`config.mk`:
```
export PLATFORM = sky130hd
export DESIGN_NAME = dcsm_monitor
export DESIGN_NICKNAME = d
export VERILOG_FILES = /design/src/design/dcsm_pkg.sv /design/src/design/dcsm_monitor.sv
export VERILOG_INCLUDE_DIRS = /design/src /design/src/design
export SDC_FILE = /design/constraint.sdc
export NUM_CORES = 1
export LEC_CHECK = 0
export ABC_AREA = 1
export ABC_CLOCK_PERIOD_IN_PS = 3580
export BUFFER_PORTS_ARGS = -buffer_cell sky130_fd_sc_hd__buf_2
export CAP_MARGIN = 15
export CORE_ASPECT_RATIO = 1.4
export CORE_MARGIN = 2
export CORE_UTILIZATION = 30
export CTS_CLUSTER_SIZE = 8
export DETAILED_ROUTE_END_ITERATION = 8
export GPL_TIMING_DRIVEN = 0
export PLACE_DENSITY = 0.68
export SETUP_SLACK_MARGIN = 0.2
export SYNTH_ARGS = -nofsm -noshare
export SYNTH_HDL_FRONTEND = slang
export SYNTH_SLANG_ARGS = --single-unit
```
`constraint.sdc`:
```
create_clock -name MCLK_IN -period 3.58 [get_ports MCLK_IN]
set_clock_uncertainty 0.15 [all_clocks]
set_input_delay 0.716 -clock MCLK_IN [delete_from_list [all_inputs] [get_ports MCLK_IN]]
set_output_delay 0.716 -clock MCLK_IN [all_outputs]
set_load 0.1 [all_outputs]
```
`src/design/dcsm_defines.svh`:
```
// Offsets, field positions, reset values for the channel status monitor
`ifndef DCSM_DEFINES_SVH
`define DCSM_DEFINES_SVH
`define DCSM_OFF_IRQ_SUMMARY   12'h024
`define DCSM_OFF_BUSY_VECTOR   12'h028
`define DCSM_OFF_PEND_VECTOR   12'h02c
`define DCSM_OFF_ACTIVE_STATE  12'h030
`define DCSM_OFF_IRQ_STATUS    12'h040
`define DCSM_OFF_IRQ_MASK      12'h044
`define DCSM_ACT_COUNT_LSB     16
`define DCSM_ACT_BUSY_BIT      15
`define DCSM_ACT_ID_LSB        8
`define DCSM_RESET_WORD        32'h0000_0000
`define DCSM_TRIG_BLOCK        2'h0
`define DCSM_TRIG_RESERVED     2'h1
`define DCSM_TRIG_BEAT         2'h2
`define DCSM_TRIG_TRANSACTION  2'h3
`endif

```
`src/design/dcsm_pkg.sv`:
```
// Types shared by the channel status monitor
package dcsm_pkg;
	// Per-channel interrupt source flags
	typedef struct packed {
		logic suspend_flag;
		logic transfer_complete_flag;
		logic transfer_error_flag;
	} dcsm_irq_src_t;
	// Active channel view
	typedef struct packed {
		logic [15:0] active_block_count;
		logic        active_busy_flag;
		logic [4:0]  id;
		logic [3:0]  level_request_executing;
	} dcsm_active_t;
	// Monitor events, one bit each in status and mask
	typedef enum logic [1:0] {
		DCSM_EV_BUSY_START = 2'h0,
		DCSM_EV_BUS_ERROR  = 2'h1,
		DCSM_EV_GRANT      = 2'h2,
		DCSM_EV_WB_DONE    = 2'h3
	} dcsm_event_t;
endpackage

```
`src/design/dcsm_monitor.sv`:
```
// Channel status monitor: summary vectors, active channel view, APB slave
// ============================================================
// Notes on behaviour
// - Summary bit set while channel interrupt pending
// - Summary bit drops when sources disabled/cleared
// - Busy bit set when channel starts transfer
// - Busy clears on completion, bus error, disable
// - Pending bit set while request waits
// - Pending clears on trigger start, error, disable
// - Block count shown in bits 31:16
// - Grant writes active count back to memory while active busy set
// - Count valid only while active busy set
// - Busy flag set on descriptor count read
// - Busy flag clears on count write-back
// - Channel index in bits 12:8, per grant
// - Level bit set while level request live
// - Trigger action selects triggers per transfer
// - Suspend, complete, error flags form interrupt
`timescale 1ns/1ps
`default_nettype none
`include "dcsm_defines.svh"

module dcsm_monitor
	import dcsm_pkg::*;
#(
	parameter int NCH = 12 // Channel count
) (
	input  wire logic                MCLK_IN,      // Controller clock, 200 MHz
	input  wire logic                NRST_IN,      // Asynchronous reset, active low
	// APB slave
	input  wire logic                PSEL_IN,      // Slave select
	input  wire logic                PENABLE_IN,   // Access phase
	input  wire logic                PWRITE_IN,    // Write direction
	input  wire logic [11:0]         PADDR_IN,     // Byte address
	input  wire logic [31:0]         PWDATA_IN,    // Write data
	output logic      [31:0]         PRDATA_OUT,   // Read data
	output logic                     PREADY_OUT,   // Transfer done
	output logic                     PSLVERR_OUT,  // Unmapped access
	// Controller side, same clock
	input  wire dcsm_irq_src_t [NCH-1:0] IRQ_FLAGS_IN,  // Per-channel interrupt flags
	input  wire dcsm_irq_src_t [NCH-1:0] IRQ_ENABLE_IN, // Per-channel interrupt enables
	input  wire logic [NCH-1:0]      CH_ENABLE_IN,     // Channel enabled
	input  wire logic [NCH-1:0]      CH_START_IN,      // Channel starts a transfer
	input  wire logic [NCH-1:0]      CH_BEAT_DONE_IN,  // Beat finished
	input  wire logic [NCH-1:0]      CH_TXN_DONE_IN,   // Transaction finished
	input  wire logic [NCH-1:0]      CH_BLOCK_DONE_IN, // Block finished
	input  wire logic [NCH-1:0]      CH_BUS_ERR_IN,    // Bus error seen
	input  wire logic [NCH-1:0]      CH_REQ_IN,        // Trigger request arrives
	input  wire logic [NCH-1:0]      CH_EXEC_IN,       // Trigger action starts
	input  wire logic [2*NCH-1:0]    CH_TRIGGER_ACTION_SELECT_IN,    // trigger_action_select per channel
	input  wire logic [2*NCH-1:0]    CH_LEVEL_IN,      // Priority level per channel
	input  wire logic                GRANT_IN,         // Arbiter grants new channel
	input  wire logic [4:0]          GRANT_ID_IN,      // Granted channel
	input  wire logic                WB_READ_IN,       // Count read from write-back memory
	input  wire logic [15:0]         WB_RDATA_IN,      // Count read
	input  wire logic                WB_WRITE_DONE_IN, // Write-back finished
	input  wire logic                COUNT_DEC_IN,     // Active count decrement
	output logic                     WB_WRITE_OUT,     // Write-back request pulse
	output logic [4:0]               WB_ID_OUT,        // Channel entry to write
	output logic [15:0]              WB_WDATA_OUT,     // Count to write
	output logic                     IRQ_OUT           // Level interrupt
);

	// ============================================================
	// Helpers
	// Transfer-done strobe for a trigger action code
	function automatic logic trig_done(input logic [1:0] act, input logic beat,
		input logic txn, input logic blk);
		unique case (act)
			`DCSM_TRIG_BLOCK:       trig_done = blk;
			`DCSM_TRIG_BEAT:        trig_done = beat;
			`DCSM_TRIG_TRANSACTION: trig_done = txn;
			default:                trig_done = 1'b0;      // Reserved code never completes
		endcase
	endfunction

	// ============================================================
	// State
	logic [NCH-1:0] irq_summary_r;   // Interrupt summary vector
	logic [NCH-1:0] busy_vec_r;      // Busy-channel vector
	logic [NCH-1:0] pend_vec_r;      // Pending-channel vector
	dcsm_active_t   active_r;        // Active channel view
	logic [3:0]     ev_status_r;     // Sticky event bits
	logic [3:0]     ev_mask_r;       // Event mask
	logic [3:0]     ev_set;          // Events this cycle
	logic [NCH-1:0] busy_clr;        // Busy clear terms
	logic [3:0]     lvl_live;        // Per-level activity
	logic           apb_acc;         // Access phase
	logic           rd_status;       // Status register read

	assign apb_acc   = PSEL_IN & PENABLE_IN;
	assign rd_status = apb_acc & ~PWRITE_IN & (PADDR_IN == `DCSM_OFF_IRQ_STATUS);

	// Busy clear: completed trigger action, error or disable
	always_comb begin
		for (int n = 0; n < NCH; n++) begin
			busy_clr[n] = trig_done(CH_TRIGGER_ACTION_SELECT_IN[2*n +: 2], CH_BEAT_DONE_IN[n],
				CH_TXN_DONE_IN[n], CH_BLOCK_DONE_IN[n]) | CH_BUS_ERR_IN[n]
				| ~CH_ENABLE_IN[n];
		end
	end

	// ============================================================
	// Interrupt summary: registered OR of enabled sources
	always_ff @(posedge MCLK_IN or negedge NRST_IN) begin
		if (!NRST_IN) begin
			irq_summary_r <= '0;
		end else begin
			for (int n = 0; n < NCH; n++) begin
				// Drops once all sources disabled or cleared
				irq_summary_r[n] <= |(IRQ_FLAGS_IN[n] & IRQ_ENABLE_IN[n]);
			end
		end
	end

	// ============================================================
	// Busy vector: start on an enabled channel sets, clear terms win only without one
	always_ff @(posedge MCLK_IN or negedge NRST_IN) begin
		if (!NRST_IN) begin
			busy_vec_r <= '0;
		end else begin
			for (int n = 0; n < NCH; n++) begin
				if (CH_START_IN[n] && CH_ENABLE_IN[n]) begin
					busy_vec_r[n] <= 1'b1;
				end else if (busy_clr[n]) begin
					busy_vec_r[n] <= 1'b0;
				end
			end
		end
	end

	// ============================================================
	// Pending vector: request sets, trigger start clears
	always_ff @(posedge MCLK_IN or negedge NRST_IN) begin
		if (!NRST_IN) begin
			pend_vec_r <= '0;
		end else begin
			for (int n = 0; n < NCH; n++) begin
				// Error or disable abandons the request outright
				if (CH_BUS_ERR_IN[n] || !CH_ENABLE_IN[n]) begin
					pend_vec_r[n] <= 1'b0;
				end else if (CH_REQ_IN[n]) begin
					// Request beats a trigger start: the fresh request still waits
					pend_vec_r[n] <= 1'b1;
				end else if (CH_EXEC_IN[n]) begin
					pend_vec_r[n] <= 1'b0;
				end
			end
		end
	end

	// ============================================================
	// Level activity from busy and pending channels
	always_comb begin
		lvl_live = 4'h0;
		for (int n = 0; n < NCH; n++) begin
			if (busy_vec_r[n] || pend_vec_r[n]) begin
				lvl_live[CH_LEVEL_IN[2*n +: 2]] = 1'b1;
			end
		end
	end

	// ============================================================
	// Active channel registers
	always_ff @(posedge MCLK_IN or negedge NRST_IN) begin
		if (!NRST_IN) begin
			active_r <= '0;
		end else begin
			active_r.level_request_executing <= lvl_live;
			if (GRANT_IN) begin
				active_r.id <= GRANT_ID_IN;
			end
			if (WB_READ_IN) begin
				active_r.active_block_count <= WB_RDATA_IN;
				active_r.active_busy_flag   <= 1'b1;
			end else if (WB_WRITE_DONE_IN) begin
				active_r.active_busy_flag   <= 1'b0;
			end else if (COUNT_DEC_IN && active_r.active_busy_flag) begin
				active_r.active_block_count <= active_r.active_block_count - 16'h0001;
			end
		end
	end

	// ============================================================
	// Write-back of the active count on a new grant
	always_ff @(posedge MCLK_IN or negedge NRST_IN) begin
		if (!NRST_IN) begin
			WB_WRITE_OUT <= 1'b0;
			WB_ID_OUT    <= 5'h00;
			WB_WDATA_OUT <= 16'h0000;
		end else begin
			// Only a live count is worth saving
			WB_WRITE_OUT <= GRANT_IN & active_r.active_busy_flag;
			// Old index and count go out; the active view already takes the new grant
			if (GRANT_IN) begin
				WB_ID_OUT    <= active_r.id;
				WB_WDATA_OUT <= active_r.active_block_count;
			end
		end
	end

	// ============================================================
	// Event status: set wins over read-clear
	// Event strobes, each bit placed by its event code
	always_comb begin
		ev_set                     = 4'h0;
		ev_set[DCSM_EV_BUSY_START] = |CH_START_IN;
		ev_set[DCSM_EV_BUS_ERROR]  = |CH_BUS_ERR_IN;
		ev_set[DCSM_EV_GRANT]      = GRANT_IN;
		ev_set[DCSM_EV_WB_DONE]    = WB_WRITE_DONE_IN;
	end
	always_ff @(posedge MCLK_IN or negedge NRST_IN) begin
		if (!NRST_IN) begin
			ev_status_r <= 4'h0;
		end else begin
			ev_status_r <= (rd_status ? 4'h0 : ev_status_r) | ev_set;
		end
	end

	// Mask register and interrupt output
	always_ff @(posedge MCLK_IN or negedge NRST_IN) begin
		if (!NRST_IN) begin
			ev_mask_r <= 4'h0;
			IRQ_OUT   <= 1'b0;
		end else begin
			if (apb_acc && PWRITE_IN && PADDR_IN == `DCSM_OFF_IRQ_MASK) begin
				ev_mask_r <= PWDATA_IN[3:0];
			end
			// Line follows the status word as it stands after this edge;
			// a mask write takes hold one cycle later
			IRQ_OUT <= |((rd_status ? 4'h0 : ev_status_r) | ev_set) & (|ev_mask_r) &
				|(((rd_status ? 4'h0 : ev_status_r) | ev_set) & ev_mask_r);
		end
	end

	// ============================================================
	// APB: setup cycle then one-cycle access; answer registered
	always_ff @(posedge MCLK_IN or negedge NRST_IN) begin
		if (!NRST_IN) begin
			PRDATA_OUT  <= `DCSM_RESET_WORD;
			PREADY_OUT  <= 1'b0;
			PSLVERR_OUT <= 1'b0;
		end else begin
			// Zero wait states: the answer is decoded at the setup edge
			// and stands for the single access cycle that follows
			PREADY_OUT  <= PSEL_IN & ~PENABLE_IN; // Ready in access phase
			PSLVERR_OUT <= 1'b0;
			PRDATA_OUT  <= `DCSM_RESET_WORD;
			if (PSEL_IN && !PENABLE_IN) begin
				unique case (PADDR_IN)
					// Status words ignore writes; unused bits zero
					`DCSM_OFF_IRQ_SUMMARY:  PRDATA_OUT <= 32'(irq_summary_r);
					`DCSM_OFF_BUSY_VECTOR:  PRDATA_OUT <= 32'(busy_vec_r);
					`DCSM_OFF_PEND_VECTOR:  PRDATA_OUT <= 32'(pend_vec_r);
					`DCSM_OFF_ACTIVE_STATE: PRDATA_OUT <= {active_r.active_block_count,
						active_r.active_busy_flag, 2'h0, active_r.id, 4'h0,
						active_r.level_request_executing};
					`DCSM_OFF_IRQ_STATUS:   PRDATA_OUT <= {28'h0000000, ev_status_r | ev_set};
					`DCSM_OFF_IRQ_MASK:     PRDATA_OUT <= {28'h0000000, ev_mask_r};
					default:                PSLVERR_OUT <= 1'b1; // Unmapped
				endcase
			end
		end
	end

	// ============================================================
	// Checks
	// Every channel gets its own copy, so a scenario on any channel
	// reaches them; a channel 0 only check would sleep through most runs
	for (genvar g = 0; g < NCH; g++) begin : g_chan_chk

	end
endmodule // dcsm_monitor
`default_nettype wire

```
==> impl_metrics.tcl <==
set metrics [dict create \
    via_count 7226 \
    crit_path_cell_trace "buf_2" \
    dpl.hpwl_microns 19800 \
    synth-seq-cells 125 \
    post-route-period-util_pct 58.2 \
    core_area_sq_um 21800 \
    ys_seq_area_share_pct 47.1 \
    dieArea_sq_um 23300 \
    path_max_fanout 2 \
    netlist.area_leader.share_pct 47.1 \
    reg2reg_from "active_r[10]" \
    grt_pass1_vias 7290 \
    whs_ns 0.103 \
    hold_class "input port to async pin" \
    cts_tree "yes" \
    fin_ws_ns 1.49 \
    cp_slowest_cell "buf_2" \
    crit_path_end_kind "output pin" \
    cts_buffers 17 \
    grt_max_degree 75 \
    hold_viol 0 \
    run_status "complete, no violations" \
    netlist_area_sq_um 6640 \
    cts-root-buf "clkbuf_16" \
    rsz0062_at_grt "false" \
    initial_core_util_pct 30.5 \
    ctsHoldBuffers 0 \
    critPathMaxStageDelay_ns 0.44 \
    period_needed_ns 2.09 \
    cp_top_family "buffers and inverters" \
    reg2regPathDepth 9 \
    post_synth_num_cell_types 33 \
    cp_num_buf_inv 1 \
    tns_ns 0 \
    final_nets 1518 \
    clk_path_buf_depth 2 \
    drive_gt1_share_pct 31.8 \
    p_leak_uw 0.00494 \
    synth_top_area_cell "dfrtp_1" \
    post_layout_nonfiller_instances 1537 \
    cts_num_sinks 125 \
    netlist_instances 891 \
    drtIter0Drc 351 \
    routed_wl_microns 24100 \
    die_w_microns 130 \
    drv_cap 0 \
    antenna_found_initial 3 \
    gr-total-overflow 0 \
    power_density_nw_per_um2 452 \
    area.growth.synth_to_final_pct 39.0 \
    dp_cells 1505 \
    rows 64 \
    cts_setup_buffers 0 \
    antenna_left 0 \
    max_slew_margin_pct 57.3 \
    drc 0 \
    place_ws_ns 1.24 \
    fp.dieH_microns 180 \
    worstMarginPinSlew_ns 0.640 \
    firstDrtPassIters 5 \
    via_per_inst 4.70 \
    max_freq_ghz 0.480 \
    htreeDepth 4 \
    rrSetupSlack_ns 1.49 \
    grt_pass1_wl_microns 37600 \
    finalSetupViolations 0 \
    portBuffers 315 \
    startpoint_type "flop" \
    syn_avg_cell_area_sq_um 7.45 \
    diodes 0 \
    r2r-end "active_r[24]" \
    wl_per_cell_microns 15.7 \
    grt_usage_pct 21.2 \
    slew_violations 0 \
    clkLatencyLatePin_ns 0.43 \
    cp.arrival_ns 1.22 \
    cts_resized 0 \
    ios 347 \
    crit_required_ns 2.71 \
    clk_pin_slew_ns 0.06 \
    synth_area_leaders "dfrtp_1 (47%), nand2_1 (13%), inv_1 (6.8%)" \
    crit_type "flop to output pin" \
    irDropWorstVdd_mv 0.327 \
    place.gp.congestion 0.856 \
    yosysWarnings 0 \
]
-- report_power, final --
group	internal, uW	switching (uW)
Sequential	1510	58.2
Clock	1060	699
Combinational	238	608
Total	2800	1370
-- state kept, by name, indices dropped and copies added, names as in the netlist, 4 cells and up --
register and count:
active_r 26, PRDATA_OUT 30, busy_vec_r 12, irq_summary_r 12, pend_vec_r 12, WB_WDATA_OUT 16
ev_status_r 4, ev_mask_r 4, WB_ID_OUT 5
-- layout make-up --
type                            instances  area [sq um]
Tap cell                              297           372
Buffer                                 21           131
Clock buffer                           18           439
Fill cell                            2295         12600
Multi-Input combinational cell        621          2910
Clock inverter                         14           160
Inverter                              125           469
Sequential cell                       125          3130
Timing Repair Buffer                  316          1610
-- through the flow --
stage | util (%) | instance area (sq um) | total power [uW]
after detailed placement | 39.6 | 8620 | 2440
after global placement | 39.4 | 8590 | 2420
final | 42.3 | 9220 | 4170
after global routing | 42.3 | 9220 | 4360
after floorplan | - | 6640 | 2090
after CTS | 42.3 | 9220 | 4210
-- layout by cell type (no fill, tap or decap), types with 2 or more instances in the layout --
cell type	n
dfrtp_1	125
clkinv_4	2
conb_1	2
nand4_1	15
a21oi_1	20
clkbuf_1	9
o211ai_1	8
clkinvlp_4	6
inv_6	3
o22ai_1	3
inv_2	4
clkbuf_16	17
o21a_1	9
nand2_1	222
buf_4	3
nor4_1	12
buf_2	317
buf_6	6
o21ai_0	51
nand3_1	64
nor2_2	16
nand2_4	2
a31oi_1	11
inv_1	120
nor2_1	98
nand3_2	4
nor3_1	72
nand2_2	2
bufinv_16	2
nor3_2	4
-- logic make-up after synthesis --
logic type                 Yosys count  synth area share (%)
adders and majority gates            1                 0.189
and+or+nand+nor                    515                  34.7
AOI/OAI and AO/OA                  103                  8.84
other                                1                0.0565
DFF                                125                  47.1
buffers and inverters              146                  9.05
-- metal layers --
metal | global-route usage, % | wire length [microns] | up-vias
li1 | - | - | 3568
met1 | 22.2 | 8520 | 3302
met2 | 39.7 | 13100 | 304
met3 | 5.24 | 1660 | 46
met4 | 8.52 | 778 | 6
met5 | 0 | 27 | -
-- synth_stat cells --
| cell | number |
|---|---|
| clkbuf_1 | 9 |
| nand3b_1 | 1 |
| dfrtp_1 | 125 |
| buf_4 | 3 |
| buf_2 | 3 |
| inv_1 | 120 |
| nand3_2 | 4 |
| nor2_1 | 98 |
| nand2_2 | 2 |
| ha_1 | 1 |
| and2_1 | 1 |
| clkinv_1 | 1 |
| a21oi_1 | 20 |
| nand4_2 | 1 |
| nand4_1 | 15 |
| nand3_1 | 64 |
| nor3_1 | 72 |
| buf_1 | 1 |
| nor2_2 | 16 |
| o22ai_1 | 3 |
| o21ai_0 | 51 |
| nand2_4 | 2 |
| o21ai_4 | 1 |
| conb_1 | 1 |
| nor3_2 | 4 |
| inv_2 | 4 |
| nand2_1 | 222 |
| nor4_1 | 12 |
| o21a_1 | 9 |
| a31oi_1 | 11 |
| o211ai_1 | 8 |
| buf_6 | 5 |
| nor2_4 | 1 |
-- how the worst max path moves through the flow --
stage,cells after the start,slack (ns),end,start
floorplan,8,1.70,PRDATA_OUT[10],PADDR_IN[2]
global placement,1,-0.13,busy_vec_r[6],NRST_IN
detailed placement,9,1.24,active_r[18],WB_WRITE_DONE_IN
CTS,1,1.47,WB_ID_OUT[1],WB_ID_OUT[1]
global route,9,1.28,active_r[24],active_r[10]
finish,1,1.49,WB_WDATA_OUT[8],WB_WDATA_OUT[8]
(Power assumes the default switching activity.)
